## config.mk

```make
export PLATFORM = sky130hd
export DESIGN_NAME = scrc_top
export DESIGN_NICKNAME = d
export VERILOG_FILES = /design/src/hw/scrc_pkg.sv /design/src/hw/scrc_timer.sv /design/src/hw/scrc_top.sv
export VERILOG_INCLUDE_DIRS = /design/src /design/src/hw
export SDC_FILE = /design/constraint.sdc
export NUM_CORES = 1
export LEC_CHECK = 0
export BUFFER_PORTS_ARGS = -buffer_cell sky130_fd_sc_hd__buf_2
export CAP_MARGIN = 15
export CORE_MARGIN = 3
export CORE_UTILIZATION = 40
export DETAILED_ROUTE_END_ITERATION = 6
export HOLD_SLACK_MARGIN = 0.12
export PLACE_DENSITY = 0.54
export SYNTH_ARGS = -nofsm -noshare
export SYNTH_HDL_FRONTEND = slang
export SYNTH_SLANG_ARGS = --single-unit
```

## constraint.sdc

```tcl
create_clock -name sys_clk -period 11.1 [get_ports sys_clk]
set_clock_uncertainty 0.2 [all_clocks]
set_input_delay 1.665 -clock sys_clk [delete_from_list [all_inputs] [get_ports sys_clk]]
set_output_delay 1.665 -clock sys_clk [all_outputs]
set_load 0.1 [all_outputs]
```

## src/hw/scrc_regs.svh

```systemverilog
/*
 Timing constants and fixed figures of the secondary cycle request control.
 Assumes a 250 MHz system clock; times are given in ns and converted here.
*/
`ifndef SCRC_REGS_SVH
`define SCRC_REGS_SVH
`define SCRC_CLK_NS            4
`define SCRC_MIN_OFF_NS        2000
`define SCRC_MIN_PERIOD_NS     5000
`define SCRC_START_PERIOD_NS   10000
`define SCRC_SOFT_START_NS     10000000
`define SCRC_ON_TIMEOUT_NS     30000
`define SCRC_DEGLITCH_NS       8000
`define SCRC_UV_FILTER_NS      64000000
`define SCRC_SKIP_TIMEOUT_NS   100000000
`define SCRC_VALLEY_NS         20000
`define SCRC_BLANK_NS          800
`define SCRC_NO_ANSWER_MAX     4'h8
`define SCRC_UNASKED_MAX       4'h4
`define SCRC_SYNC_STAGES       2'h2
`define SCRC_CYC(ns)           ((ns) / `SCRC_CLK_NS)
`endif

```

## src/hw/scrc_pkg.sv

```systemverilog
/*
 Types shared by the secondary cycle request control.
 Assumes scrc_regs.svh supplies the timing figures.
*/
`default_nettype none
package scrc_pkg;
   typedef enum logic [2:0] {
      SCRC_IDLE      = 3'b000,
      SCRC_HANDSHAKE = 3'b001,
      SCRC_SOFTSTART = 3'b011,
      SCRC_RUN       = 3'b010,
      SCRC_FAULT     = 3'b110
   } scrc_state_t;

   // Comparator outputs from the analog front end
   typedef struct packed {
      logic fwd_fall;
      logic ring_large;
      logic dcm_seen;
      logic fb_in_reg;
      logic fb_short;
      logic fb_uv;
      logic fb_ov2;
      logic fb_ov10;
      logic fb_ov20;
      logic supply_oc;
      logic cs_over;
      logic cs_surge;
      logic gate_small;
      logic gate_grounded;
   } scrc_cmp_t;

   typedef struct packed {
      logic bleed_weak;
      logic bleed_strong;
      logic fault_cmd;
      logic fault_latch;
      logic cc_active;
   } scrc_prot_t;
endpackage
`default_nettype wire

```

## src/hw/scrc_timer.sv

```systemverilog
/*
 Generic retriggerable down-counter used for the soft-start, undervoltage, skip, deglitch, on-timeout and valley timers.
 Assumes load and run come from logic on sys_clk.
*/
`timescale 1ns/1ns
`default_nettype none
module scrc_timer #(
   parameter int W = 25
) (
   input  wire logic         sys_clk,
   input  wire logic         reset,
   input  wire logic         load,
   input  wire logic [W-1:0] count,
   input  wire logic         run,
   output logic              done
);
   logic [W-1:0] cnt;
   logic         armed;

   assign done = armed && (cnt == '0);

   always_ff @(posedge sys_clk or posedge reset) begin
      if (reset) begin
         cnt   <= '0;
         armed <= 1'b0;
      end else if (load) begin
         cnt   <= count;
         armed <= 1'b1;
      end else if (run && cnt != '0) begin
         cnt <= cnt - 1'b1;
      end
   end
endmodule
`default_nettype wire

```

## src/hw/scrc_top.sv

```systemverilog
/*
 Secondary-side cycle request control: request pacing, soft-start ramp,
 protections and rectifier gate drive. Assumes all comparator inputs are
 asynchronous levels from analog blocks and cycle_request feeds the link.
*/
// How it works
// - No new request before minimum off-time after primary conduction ends.
// - Start-up requests paced at the start-up limit, 100 kHz, reduced current.
// - Feedback-short check masked until 10 ms soft-start timer expires.
// - After handshake, request rate ramps linearly up over 10 ms.
// - Start-up overload goes to constant current; undervoltage at end restarts or latches per option.
// - Regulation during soft-start aborts ramp, only after resonant programming.
// - Requests blocked until forward falling edge, with 30 us timeout.
// - Feedback 2% high enables weak output bleed.
// - Feedback 10% high enables strong bleed; control kept meanwhile.
// - Feedback 20% high sends fault command, latch or restart per option.
// - Short at start-up: finish handshake and ramp, then stop requests.
// - Deglitched feedback short in run stops requests, releases control.
// - Undervoltage longer than filter time releases control.
// - Supply overcurrent in control commands restart or latch-off.
// - Current regulation compares sense voltage to 35 mV reference.
// - Rectifier gate only after own request and forward falling edge.
// - Sense surge above three times threshold disables rectifier gate.
// - Rectifier gate held low whenever secondary is not in control.
// - Gate load under 200 pF means open gate; stop requests.
// - Gate grounded at start-up disables drive and open-gate check.
// - Valley gating for 20 us after discontinuous mode, and while the ring is large.
// - Forward edge detection blanked for 800 ns.
// - Eight unanswered or four unasked cycles restart the handshake.
// - In continuous conduction, gate turns off at the request pulse.
`timescale 1ns/1ns
`default_nettype none
`include "scrc_regs.svh"
module scrc_top #(
   parameter int SOFT_START_CYC = `SCRC_CYC(`SCRC_SOFT_START_NS),
   parameter int UV_FILTER_CYC  = `SCRC_CYC(`SCRC_UV_FILTER_NS),
   parameter int SKIP_CYC       = `SCRC_CYC(`SCRC_SKIP_TIMEOUT_NS),
   parameter int DEGLITCH_CYC   = `SCRC_CYC(`SCRC_DEGLITCH_NS),
   parameter int ON_TIMEOUT_CYC = `SCRC_CYC(`SCRC_ON_TIMEOUT_NS),
   parameter int VALLEY_CYC     = `SCRC_CYC(`SCRC_VALLEY_NS)
) (
   input  wire logic              sys_clk,
   input  wire logic              reset,
   input  wire scrc_pkg::scrc_cmp_t cmp_async,
   input  wire logic              qr_programmed,
   input  wire logic              fault_latch_option,
   output logic                   cycle_request,
   output logic                   sync_rectifier_gate,
   output logic                   gate_pulldown,
   output scrc_pkg::scrc_prot_t   prot,
   output logic                   in_control,
   output logic                   handshake_restart
);
   localparam int TW = 26;
   localparam logic [TW-1:0] MIN_OFF   = TW'(`SCRC_CYC(`SCRC_MIN_OFF_NS));
   localparam logic [TW-1:0] MIN_PER   = TW'(`SCRC_CYC(`SCRC_MIN_PERIOD_NS));
   localparam logic [TW-1:0] START_PER = TW'(`SCRC_CYC(`SCRC_START_PERIOD_NS));
   localparam logic [TW-1:0] BLANK     = TW'(`SCRC_CYC(`SCRC_BLANK_NS));
   localparam logic [TW-1:0] RAMP_DIV  = TW'(SOFT_START_CYC) /
                                         (START_PER - MIN_PER + 1'b1);

   ////////////////////////////////////////////////////////////////////
   // input synchronisers
   scrc_pkg::scrc_cmp_t s1, c;
   always_ff @(posedge sys_clk or posedge reset) begin
      if (reset) begin
         s1 <= '0;
         c  <= '0;
      end else begin
         s1 <= cmp_async;
         c  <= s1;
      end
   end

   ////////////////////////////////////////////////////////////////////
   scrc_pkg::scrc_state_t state, next_state;
   logic          fwd_prev, req_pulse, edge_seen, waiting_edge;
   logic [TW-1:0] off_cnt, period_cnt, cur_period, ramp_div_cnt, blank_cnt;
   logic [3:0]    no_answer, unasked;
   logic          ramp_done, gate_en, sr_grounded, strap_done, sr_armed;
   logic          short_at_start, dcm_armed;
   logic [1:0]    strap_wait;

   wire fwd_edge = c.fwd_fall && !fwd_prev && (blank_cnt == '0);

   ////////////////////////////////////////////////////////////////////
   // Timers
   logic ss_done, uv_done, skip_done, dg_done, on_done, valley_done;
   wire  ss_load = (state == scrc_pkg::SCRC_HANDSHAKE) && (next_state != state);

   scrc_timer #(.W(TW)) u_ss (.sys_clk(sys_clk), .reset(reset), .load(ss_load),
      .count(TW'(SOFT_START_CYC)), .run(1'b1), .done(ss_done));
   // undervoltage filter restarts while comparator is low
   scrc_timer #(.W(TW)) u_uv (.sys_clk(sys_clk), .reset(reset), .load(!c.fb_uv),
      .count(TW'(UV_FILTER_CYC)), .run(1'b1), .done(uv_done));
   scrc_timer #(.W(TW)) u_skip (.sys_clk(sys_clk), .reset(reset), .load(req_pulse),
      .count(TW'(SKIP_CYC)), .run(1'b1), .done(skip_done));
   scrc_timer #(.W(TW)) u_dg (.sys_clk(sys_clk), .reset(reset), .load(!c.fb_short),
      .count(TW'(DEGLITCH_CYC)), .run(1'b1), .done(dg_done));
   scrc_timer #(.W(TW)) u_on (.sys_clk(sys_clk), .reset(reset), .load(req_pulse),
      .count(TW'(ON_TIMEOUT_CYC)), .run(1'b1), .done(on_done));
   scrc_timer #(.W(TW)) u_val (.sys_clk(sys_clk), .reset(reset),
      .load(c.dcm_seen), .count(TW'(VALLEY_CYC)), .run(1'b1), .done(valley_done));

   ////////////////////////////////////////////////////////////////////
   // State machine
   wire no_answer_full = (no_answer >= `SCRC_NO_ANSWER_MAX);
   wire unasked_full   = (unasked >= `SCRC_UNASKED_MAX);
   wire handshake_fail = no_answer_full || unasked_full;
   // open gate only counts when drive not strapped off
   wire open_gate = c.gate_small && !sr_grounded && strap_done;
   // short check armed only after soft-start
   wire short_fault = (state == scrc_pkg::SCRC_RUN) && dg_done;
   wire ss_uv_fault = (state == scrc_pkg::SCRC_SOFTSTART) && ss_done && c.fb_uv;
   wire ov_fault = c.fb_ov20 || (c.supply_oc && in_control);

   always_comb begin
      next_state = state;
      case (state)
         scrc_pkg::SCRC_IDLE:
            next_state = scrc_pkg::SCRC_HANDSHAKE;
         scrc_pkg::SCRC_HANDSHAKE:
            if (edge_seen && req_pulse) next_state = scrc_pkg::SCRC_SOFTSTART;
         scrc_pkg::SCRC_SOFTSTART:
            if (ss_uv_fault || open_gate || ov_fault)
               next_state = scrc_pkg::SCRC_FAULT;
            // abort lifts pacing only; the timer still arms the checks
            else if (ss_done)
               next_state = short_at_start ? scrc_pkg::SCRC_FAULT
                                           : scrc_pkg::SCRC_RUN;
         scrc_pkg::SCRC_RUN:
            if (short_fault || uv_done || open_gate || ov_fault)
               next_state = scrc_pkg::SCRC_FAULT;
            else if (handshake_fail) next_state = scrc_pkg::SCRC_HANDSHAKE;
         scrc_pkg::SCRC_FAULT:
            if (skip_done && !fault_latch_option) next_state = scrc_pkg::SCRC_IDLE;
         default:
            next_state = scrc_pkg::SCRC_IDLE;
      endcase
   end

   assign in_control = (state == scrc_pkg::SCRC_SOFTSTART) ||
                       (state == scrc_pkg::SCRC_RUN);
   assign handshake_restart = (state == scrc_pkg::SCRC_RUN) &&
                              (next_state == scrc_pkg::SCRC_HANDSHAKE);
   wire   hs_begin = handshake_restart || (state == scrc_pkg::SCRC_IDLE);

   ////////////////////////////////////////////////////////////////////
   // Request gating
   // Window runs only once discontinuous mode has been seen
   wire valley_gate = c.ring_large || (dcm_armed && !valley_done);
   wire valley_ok   = !valley_gate || c.fwd_fall;
   wire may_request = (state != scrc_pkg::SCRC_FAULT) &&
                      (state != scrc_pkg::SCRC_IDLE) &&
                      (off_cnt == '0) && (period_cnt == '0) &&
                      (!waiting_edge || on_done) && valley_ok &&
                      !c.fb_in_reg;
   assign req_pulse = may_request;
   assign cycle_request = req_pulse;

   always_ff @(posedge sys_clk or posedge reset) begin
      if (reset) begin
         cur_period   <= START_PER;
         ramp_div_cnt <= '0;
         ramp_done    <= 1'b0;
      end else if (state == scrc_pkg::SCRC_IDLE || state == scrc_pkg::SCRC_HANDSHAKE) begin
         cur_period   <= START_PER;
         ramp_div_cnt <= '0;
         ramp_done    <= 1'b0;
      end else if (ramp_done) begin
         cur_period <= MIN_PER;
      end else if (state != scrc_pkg::SCRC_SOFTSTART || (c.fb_in_reg && qr_programmed)) begin
         // Leaving soft-start or early regulation: full request rate
         cur_period <= MIN_PER;
         ramp_done  <= 1'b1;
      end else if (cur_period > MIN_PER) begin
         ramp_div_cnt <= (ramp_div_cnt >= RAMP_DIV) ? '0 : ramp_div_cnt + 1'b1;
         if (ramp_div_cnt >= RAMP_DIV) cur_period <= cur_period - 1'b1;
      end
   end

   always_ff @(posedge sys_clk or posedge reset) begin
      if (reset) begin
         fwd_prev     <= 1'b0;
         off_cnt      <= '0;
         period_cnt   <= '0;
         blank_cnt    <= '0;
         waiting_edge <= 1'b0;
         edge_seen    <= 1'b0;
         no_answer    <= '0;
         unasked      <= '0;
         dcm_armed    <= 1'b0;
      end else begin
         fwd_prev   <= c.fwd_fall;
         off_cnt    <= fwd_edge ? MIN_OFF : (off_cnt != '0 ? off_cnt - 1'b1 : '0);
         period_cnt <= req_pulse ? cur_period
                                 : (period_cnt != '0 ? period_cnt - 1'b1 : '0);
         blank_cnt  <= (c.fwd_fall && !fwd_prev) ? BLANK
                       : (blank_cnt != '0 ? blank_cnt - 1'b1 : '0);
         if (req_pulse) waiting_edge <= 1'b1;
         else if (fwd_edge || on_done) waiting_edge <= 1'b0;
         if (c.dcm_seen) dcm_armed <= 1'b1;
         // A fresh handshake needs a fresh answer
         if (hs_begin) edge_seen <= 1'b0;
         else if (fwd_edge) edge_seen <= 1'b1;
         // answer counting, saturating so it cannot wrap
         if (hs_begin || fwd_edge) no_answer <= '0;
         else if (waiting_edge && on_done && !no_answer_full) no_answer <= no_answer + 1'b1;
         if (hs_begin || (fwd_edge && waiting_edge)) unasked <= '0;
         else if (fwd_edge && !unasked_full) unasked <= unasked + 1'b1;
      end
   end

   ////////////////////////////////////////////////////////////////////
   // strap caught after reset release
   always_ff @(posedge sys_clk or posedge reset) begin
      if (reset) begin
         sr_grounded    <= 1'b0;
         strap_done     <= 1'b0;
         strap_wait     <= '0;
         short_at_start <= 1'b0;
         state          <= scrc_pkg::SCRC_IDLE;
      end else begin
         state <= next_state;
         // Wait for the synchroniser to fill before taking straps
         if (!strap_done && strap_wait != `SCRC_SYNC_STAGES) begin
            strap_wait <= strap_wait + 1'b1;
         end else if (!strap_done) begin
            sr_grounded    <= c.gate_grounded;
            short_at_start <= c.fb_short;
            strap_done     <= 1'b1;
         end
      end
   end

   always_ff @(posedge sys_clk or posedge reset) begin
      if (reset) begin
         sr_armed <= 1'b0;
         gate_en  <= 1'b0;
      end else begin
         if (req_pulse) sr_armed <= 1'b1;
         else if (fwd_edge) sr_armed <= 1'b0;
         if (req_pulse || c.cs_surge || !in_control || sr_grounded)
            gate_en <= 1'b0;
         else if (fwd_edge && sr_armed)
            gate_en <= 1'b1;
      end
   end
   assign sync_rectifier_gate = gate_en && in_control;
   assign gate_pulldown = !in_control;

   always_ff @(posedge sys_clk or posedge reset) begin
      if (reset) prot <= '0;
      else begin
         prot.bleed_weak   <= c.fb_ov2 && !c.fb_ov10;
         prot.bleed_strong <= c.fb_ov10;
         prot.fault_cmd    <= ov_fault && in_control;
         prot.fault_latch  <= fault_latch_option;
         prot.cc_active    <= c.cs_over;
      end
   end

   ////////////////////////////////////////////////////////////////////
   fault_release_a: assert property (@(posedge sys_clk) disable iff (reset)
      (state == scrc_pkg::SCRC_RUN && uv_done) |=> state == scrc_pkg::SCRC_FAULT)
      else $error("undervoltage did not release control");
   gate_low_a: assert property (@(posedge sys_clk) disable iff (reset)
      !in_control |=> !gate_en)
      else $error("gate driven while not in control");
   gate_req_off_a: assert property (@(posedge sys_clk) disable iff (reset)
      req_pulse |=> !gate_en)
      else $error("gate still on after request");
   surge_off_a: assert property (@(posedge sys_clk) disable iff (reset)
      c.cs_surge |=> !sync_rectifier_gate)
      else $error("gate on during surge");
   strong_bleed_a: assert property (@(posedge sys_clk) disable iff (reset)
      c.fb_ov10 |=> prot.bleed_strong && in_control == $past(in_control))
      else $error("strong bleed missing");
   weak_bleed_a: assert property (@(posedge sys_clk) disable iff (reset)
      (c.fb_ov2 && !c.fb_ov10) |=> prot.bleed_weak)
      else $error("weak bleed missing");
   min_off_a: assert property (@(posedge sys_clk) disable iff (reset)
      fwd_edge |=> !req_pulse [*8])
      else $error("request inside minimum off-time");
   fault_stop_a: assert property (@(posedge sys_clk) disable iff (reset)
      state == scrc_pkg::SCRC_FAULT |-> !cycle_request)
      else $error("request during fault");
   ov_cmd_a: assert property (@(posedge sys_clk) disable iff (reset)
      (c.fb_ov20 && in_control) |=> prot.fault_cmd)
      else $error("overvoltage fault command missing");
   gate_cause_a: assert property (@(posedge sys_clk) disable iff (reset)
      $rose(gate_en) |-> $past(fwd_edge) && $past(sr_armed))
      else $error("gate without request and edge");
endmodule
`default_nettype wire

```

[Word-level counts from Yosys, hierarchy flattened]
Cells that the tools add are included.
Word-level totals
  flip-flop bits (word level): 346
  bits in latches: 0
  RAM bits: 0
  ROM bits: 0
  bits of input ports: 18
  memories kept: 0
Cells by class
  $add $sub $neg: 14
  multipliers: 0
  div/mod/pow operators: 0
  order comparisons: 4
  eq/ne operators: 13
  shift operators: 0
  muxes and demuxes: 51
  bitwise gates (word level): 2
  reduce and logical (&&, ||, !) cells: 103
Operator list (count)
  $mux W26: 28
  $sub A26 B1 Y26 const B: 10
  $logic_not A26 Y1: 9
  $reduce_bool A26 Y1: 9
  $logic_and A1 B1 Y1: 35
  $add A26 B1 Y26 const B: 1
  $ge A26 B11 Y1 const B: 1
  $gt A26 B11 Y1 const B: 1
  $reduce_bool A2 Y1: 11
  $mux W3: 7
  $logic_or A1 B1 Y1: 20
  $mux W4: 4
  $pmux W3 S5: 1
  $logic_not A1 Y1: 12
  $mux W1: 11
  $add A4 B1 Y4 const B: 2
  $reduce_bool A4 Y1: 2
  $eq A3 B1 Y1 const B: 2
  $eq A3 B2 Y1 const B: 2
  $ne A2 B1 Y1 const B: 3
  $ge A4 B3 Y1 const B: 1
  $ge A4 B4 Y1 const B: 1
  $ne A2 B2 Y1 const B: 2
  $reduce_and A2 Y1: 2
  other kinds (9): 10

[Longest topological paths before layout]
Gate-level depths: netlist of run 1.
  word-level depth: 17
  gate-level depth with buffers: 11

[Modules after synthesis]
Synthesis of run 1 repeated with hierarchy kept, for this count alone.
Unflattened totals
  cell total of the unflattened synthesis: 2028
  area, all modules: 19140.9 um2
By module, submodules not included
  scrc_top: times used 1, cells an instance 901, area an instance 9022.4 um2
  scrc_timer at u_dg ...: times used 5, cells an instance 188, area an instance 1689.1 um2
  scrc_timer at u_on: times used 1, cells an instance 187, area an instance 1672.9 um2

[Worst setup path before layout of run 1]
No wires, ideal clock.
  path kind: register to output
  start point: register state[1]
  end point: output handshake_restart
  arrival: 4.938 ns
  path slack: 4.297 ns
  cell stages (with the launch flop): 6
  buffers on the path: 1
  path through: dfrtp_1 clkbuf_1 nor2b_1 inv_1 or3_1 nor2_1
RTL lines
  start: declaration: line scrc_top.sv:76  | scrc_pkg::scrc_state_t state, next_state;
  start signal: assignment: line scrc_top.sv:222  | state <= scrc_pkg::SCRC_IDLE;
  start signal: assignment: line scrc_top.sv:224  | state <= next_state;
  $eq A3 B2 Y1 (on tied branches): line scrc_top.sv:142, scrc_top.sv:143
  $logic_or A1 B1 Y1 (*): line scrc_top.sv:142  | assign in_control = (state == scrc_pkg::SCRC_SOFTSTART) ||
  via in_control: line scrc_top.sv:51  | output logic in_control,
  $logic_and A1 B1 Y1 (*): line scrc_top.sv:115  | wire ov_fault = c.fb_ov20 || (c.supply_oc && in_control);
  $logic_or A1 B1 Y1 (*): line scrc_top.sv:115
  $logic_or A1 B1 Y1 (on tied branches): line scrc_top.sv:132, scrc_top.sv:125
  $mux W3 (on tied branches): line scrc_top.sv:132, scrc_top.sv:125
  $pmux W3 S5 (*): line scrc_top.sv:119  | case (state)
  $eq A3 B1 Y1 (*): line scrc_top.sv:145  | (next_state == scrc_pkg::SCRC_HANDSHAKE);
  $logic_and A1 B1 Y1 (*): line scrc_top.sv:144  | assign handshake_restart = (state == scrc_pkg::SCRC_RUN) &&
  end: declaration: line scrc_top.sv:52  | output logic handshake_restart
Mark *: on every way through the listed nets, which the timed path passes. The rest lies on a longest branch.

[Worst setup path after layout of run 1]
  start point: register u_on.cnt[20]
  end point: output cycle_request
Between the ends
  cells in the longest elaborated chain, start to end: 6
Ends and longest elaborated chain
  start: declaration: line scrc_timer.sv:17  | logic [W-1:0] cnt;
  start signal: assignment: line scrc_timer.sv:27  | cnt <= count;
  start signal: assignment: line scrc_timer.sv:30  | cnt <= cnt - 1'b1;
  $logic_not A26 Y1: line scrc_timer.sv:20  | assign done = armed && (cnt == '0);
  $logic_and A1 B1 Y1: line scrc_timer.sv:20
  $logic_or A1 B1 Y1: line scrc_top.sv:156  | (!waiting_edge || on_done) && valley_ok &&
  $logic_and A1 B1 Y1: line scrc_top.sv:155  | (off_cnt == '0) && (period_cnt == '0) &&
  $logic_and A1 B1 Y1 (2 in series): line scrc_top.sv:156
  end: declaration: line scrc_top.sv:47  | output logic cycle_request,
No other way between the ends.

==> results.yml, run 1 <==
timing:
  post-route-period-util_pct: 57.7
  grt_setup_unrepaired: "no"
  worst_pin_slew_ns: 1.09
  setup_violations: 0
  maxSlewViolCount: 0
  max_freq_ghz: 0.156
  relSlewSlack_pct: 27.3
  tns_ns: 0
  timing.final.crit_period_ns: 6.40
  hold_violations: 0
clock_tree:
  numCtsBuffers: 40
  h-tree-depth: 2
  cts_max_path_buffers: 3
  post-cts-setup-buffers: 0
  cts_resized: 0
  ctsHoldBuffers: 0
  path_clk_slew_ns: 0.06
  cts_root_buf: "clkbuf_16"
  cts_tree: "built"
  cts.sinks: 346
  clk_latency_ns: 0.55
route:
  met3WireLength_mm: 1.34
  wl_met1_mm: 18.1
  detail_route.wl_per_cell_um: 15.4
  avgViaCountPerCell: 5.35
  postRouteAntennaNets: 0
  num_vias: 12500
  drc: 0
  drtIter0Drc: 637
  highest_layer: "met4"
  wl_met2_mm: 15.7
  drt_wl_total_mm: 35.9
  first_pass_iters: 5
critical_path:
  crit_path_max_fanout: 17
  critical_path_required_ns: 9.24
  worstSetupStartpointType: "flip-flop"
  crit_arrival_ns: 4.54
  critPathKind: "flip-flop to primary output"
  r2r_start: "u_skip.cnt[7]$_DFFE_PP0P_"
  critPathCaptureType: "primary output"
  cp-startpoint: "u_on.cnt[20]$_DFFE_PP0P_"
worst_hold_path:
  hold_path_class: "flip-flop to flip-flop"
  hp-start: "s1[4]$_DFF_PP0_"
finish:
  area_growth_pct: 12.1
  diodes: 0
  design_area_um2: 19100
  post_route_cells_drive_above_1_share_pct: 8.44
  fin_nets: 1813
run:
  cap_violations: 0
power_and_ir_drop:
  power_density_nw_per_um2: 158
  p_leak_uw: 0.00870
  ir_worst_vdd_v: 0.000130
synth:
  syn_inst: 1748
  ys_top_cells_by_area: "dfrtp_1 (50%), xnor2_1 (5.4%), nor2_1 (5.4%), xor2_1 (5.0%), nand2_1 (3.2%)"
  synth-edff-count: 0
  postSynth.asyncResetShare_pct: 100
  yosysTopAreaCell: "dfrtp_1"
  seq_area_frac_synth_pct: 50.8
  postSynthAreaPerCell_um2: 9.77
  synthTopCellsByCount: "dfrtp_1 (341), nor2_1 (246), nand2_1 (145)"
  synth_ff_type: "dfrtp_1"
  ys_ff_latch: 346
  yosysWarnings: 0
  synthesis.area_um2: 17100
  syn_nets: 1790
  synth_top_area_share_pct: 50.0
  synth.distinct_cells: 73
  synth.most_common_cell: "dfrtp_1"
placement:
  dpl_cell_area_um2: 17700
  gp_congestion: 0.803
  numPortBuffers: 27
  post-dp-hpwl_mm: 23.4
status:
  status: "completed"
floorplan:
  die_h_um: 213
  core_area_um2: 42000
  die-area_um2: 45200
  io_pins: 28
  chipWidth_um: 213
  floorplan.initialDensity_pct: 40.6
  rows: 75
grt:
  grt_pass1_vias: 12500
  grt_first_pass_wirelength_mm: 62.2
  grt_antenna_before_repair: 0
  overflow: 0
  grt_max_degree: 173
  grt.total_usage_pct: 16.4
layout by cell type (no fill, tap or decap), types with 34 or more instances in the layout:
| master | instances |
|---|---|
| dfrtp_1 | 341 |
| nor2_1 | 246 |
| nand2_1 | 145 |
| xnor2_1 | 106 |
| xor2_1 | 97 |
| nor4_1 | 75 |
| nor3_1 | 72 |
| nand3_1 | 57 |
| a21oi_1 | 53 |
| o21ai_0 | 51 |
| inv_1 | 47 |
| clkbuf_16 | 40 |
| or4_1 | 34 |
| or3_1 | 34 |
where the power goes:
part | leakage (uW) | internal, uW | switching (uW) | total [uW]
registers | 0.00451 | 1330 | 70.2 | 1400
clock network | 0.000680 | 843 | 527 | 1370
logic | 0.00351 | 100 | 143 | 244
layout make-up:
type	instances	area, um^2
clock inverters	13	189
multi-input cells	1293	7960
repair buffers	42	260
inverters	48	184
well taps	539	674
clock buffers	58	1200
fillers	4047	22900
flip-flops and latches	346	8660
state kept, by name, indices dropped and copies added, names as in the netlist, 2 cells and up:
signal / flops
cur_period: 26
u_dg.cnt: 26
c: 14
u_ss.cnt: 26
no_answer: 4
blank_cnt: 26
s1: 14
u_on.cnt: 26
ramp_div_cnt: 26
state: 3
u_uv.cnt: 26
u_val.cnt: 26
unasked: 4
period_cnt: 26
off_cnt: 26
u_skip.cnt: 26
strap_wait: 2
prot: 5
routing by layer:
layer	up-vias	track usage, %
met5	-	0
met3	48	2.45
li1	6175	-
met4	0	4.84
met2	196	25.5
met1	6100	23.8
critical path, cell delays in order, from the launching register on:
cell and delay (ns):
dfrtp_1 0.42, or4_1 0.62, nor4b_2 0.46, nand3_1 0.56
o21ai_2 0.72, and4b_1 0.68, buf_2 0.54
through the flow:
step | hold slack, ns | setup slack (ns) | util [%] | total power [uW] | cells
floorplan | 0.131 | 4.30 | - | 1610 | 1748
global placement | 0.134 | 5.43 | 42.2 | 1670 | 2268
detailed placement | 0.135 | 5.28 | 42.2 | 1670 | 2268
CTS | 0.148 | 4.69 | 45.5 | 3070 | 2339
global route | 0.154 | 4.39 | 45.5 | 3160 | 2339
finish | 0.143 | 4.70 | 45.5 | 3010 | 2339
cells by family (layout without fill, tap and decap cells):
| kind of cell | after synthesis | count (layout) | share of synthesized area, % |
|---|---|---|---|
| simple gates | 858 | 858 | 26.3 |
| buf+inv | 109 | 161 | 2.67 |
| mux | 6 | 6 | 0.366 |
| compound gates | 202 | 202 | 7.69 |
| xor+xnor | 203 | 203 | 10.4 |
| fa+ha+maj | 24 | 24 | 1.76 |
| flops | 346 | 346 | 50.8 |
final timing paths:
kind | endpoint | slack (ns) | cells past startpoint
max | cycle_request | 4.70 | 6
min | c[4]$_DFF_PP0_ | 0.14 | 0
max reg2reg | state[1]$_DFF_PP0_ | 6.97 | 6
min reg2reg | c[4]$_DFF_PP0_ | 0.14 | 0
max in group asynchronous | u_val.cnt[14]$_DFFE_PP0P_ | 7.31 | 4
min in group asynchronous | u_dg.cnt[21]$_DFFE_PP0P_ | 1.10 | 2
Power figures use the tool's default switching activity.
==> run 2, diff against run 1 <==
clock period = 5.75 ns   (was 11.1 ns; I/O delays follow)
==> run 2 against run 1 <==
Against the previous run: critical path depth increased by 2; sequential share of layout area decreased by 0.43 points; design area increased by 0.97%; largest power group is now clock; global-route usage increased by 0.12 points; count of clock-buffer cells in the layout decreased by 3; register-to-register slack got worse by 4.8 ns.
==> results.yml, run 2 (synthesized netlist as in run 1, its figures left out) <==
placement:
  numPortBuffers: 27
  gp_congestion: 0.825
  post-dp-hpwl_mm: 23.0
floorplan:
  die-area_um2: 45200
  rows: 75
  die_h_um: 213
  core_area_um2: 42000
  io_pins: 28
  floorplan.initialDensity_pct: 40.6
  chipWidth_um: 213
critical_path:
  reg2regPathDepth: 7
  r2r_start: "off_cnt[6]$_DFF_PP0_"
  crit_arrival_ns: 3.54
  crit_path_max_fanout: 14
  reg2reg_slack_ns: 2.22
  critPathKind: "flip-flop to primary output"
  regToRegEndpoint: "u_ss.cnt[15]$_DFFE_PP0P_"
  worst_path_max_delay_cell: "or4b_2"
  worstPathCellList: "inv_1 -> ha_1 -> or4b_2 -> or4_1 -> nor3_1 -> and4b_1 -> buf_4 -> buf_2"
  critical_path_required_ns: 4.69
  cp_slowest_stage_delay_ns: 0.61
  critPathCaptureType: "primary output"
  worstSetupStartpointType: "flip-flop"
timing:
  grt_setup_unrepaired: "no"
  tns_ns: 0
  setup_violations: 0
  worst_pin_slew_ns: 0.996
  post-route-period-util_pct: 80.0
  hold_violations: 0
  hold_slack_ns: 0.148
  timing.final.crit_period_ns: 4.60
  maxSlewViolCount: 0
  relSlewSlack_pct: 33.1
  max_freq_ghz: 0.217
clock_tree:
  post-cts-setup-buffers: 0
  cts_resized: 0
  cts_root_buf: "clkbuf_16"
  cts_tree: "built"
  cts_max_path_buffers: 3
  ctsHoldBuffers: 0
  cts.sinks: 346
  numCtsBuffers: 42
  clk_latency_ns: 0.56
  path_clk_slew_ns: 0.06
  h-tree-depth: 2
grt:
  grt_first_pass_wirelength_mm: 62.3
  grt.total_usage_pct: 16.5
  overflow: 0
  grt_max_degree: 132
  grt_pass1_vias: 12400
  grt_antenna_before_repair: 0
power_and_ir_drop:
  power_density_nw_per_um2: 314
  ir_worst_vdd_v: 0.000236
  p_leak_uw: 0.00881
finish:
  mostFrequentLayoutCell: "dfrtp_1"
  diodes: 0
  post_route_cells_drive_above_1_share_pct: 9.02
  area_growth_pct: 13.2
  fin_nets: 1819
  final_cell_mix: "dfrtp_1 (341), nor2_1 (246), nand2_1 (145)"
route:
  num_vias: 12500
  drt_wl_total_mm: 35.8
  detail_route.wl_per_cell_um: 15.3
  wl_met2_mm: 15.9
  avgViaCountPerCell: 5.31
  met3WireLength_mm: 1.06
  first_pass_iters: 4
  highest_layer: "met4"
  postRouteAntennaNets: 0
  wl_met1_mm: 18.1
  drc: 0
  drtIter0Drc: 765
run:
  cap_violations: 0
worst_hold_path:
  hold_depth: 0
  hp-start: "s1[7]$_DFF_PP0_"
  hold_end: "c[7]$_DFF_PP0_"
  hold_path_class: "flip-flop to flip-flop"
status:
  status: "completed"
==> run 2: cell types whose count changed in the layout (fill, tap and decap cells not counted), sizes merged <==
cell / delta
bufinv: +4
inv: +1
clkinvlp: -1
buf: +3
clkbuf: -2
clkinv: +3
==> run 2: worst max path at each step <==
stage                                  from                      to  slack [ns]  cells after the start
global route        period_cnt[0]$_DFF_PP0_           cycle_request        0.95                      8
detailed placement  period_cnt[0]$_DFF_PP0_           cycle_request        1.72                      8
floorplan                             reset  blank_cnt[0]$_DFF_PP0_        0.06                      1
global placement    period_cnt[0]$_DFF_PP0_           cycle_request        1.79                      8
CTS                 period_cnt[0]$_DFF_PP0_           cycle_request        1.10                      8
finish              period_cnt[0]$_DFF_PP0_           cycle_request        1.15                      8
==> run 2: layer usage <==
| layer | vias up | global-route usage [%] |
|---|---|---|
| met5 | - | 0 |
| met4 | 0 | 4.66 |
| met3 | 44 | 2.60 |
| met2 | 125 | 25.8 |
| met1 | 6102 | 23.9 |
| li1 | 6186 | - |
==> run 2: metrics by stage <==
stage	worst slack, ns	util (%)	area, um^2	total power (uW)	std cells
CTS	1.10	45.9	19300	6170	2346
global route	0.949	46.0	19300	6360	2347
finish	1.15	46.0	19300	6070	2347
detailed placement	1.72	42.3	17800	3230	2271
global placement	1.79	42.3	17800	3220	2271
floorplan	0.0611	-	17100	3100	1748
==> run 2: layout make-up <==
type                    count  area, um^2
well taps                 539         674
multi-input cells        1293        7970
clock buffers              55        1200
fillers                  3991       22700
clock inverters            20         322
repair buffers             46         300
flip-flops and latches    346        8660
inverters                  48         184
==> run 2: report_power, final <==
group | internal [uW] | total, uW | switching (uW)
combinational | 194 | 478 | 283
clock | 1830 | 2890 | 1060
sequential | 2570 | 2710 | 138
==> run 2: critical path, delay by kind of cell (launching register included) <==
family                     cells  cell delay [ns]
DFF                            1             0.42
and+or+nand+nor                4             1.63
adders and majority gates      1             0.16
buffers and inverters          3             0.76
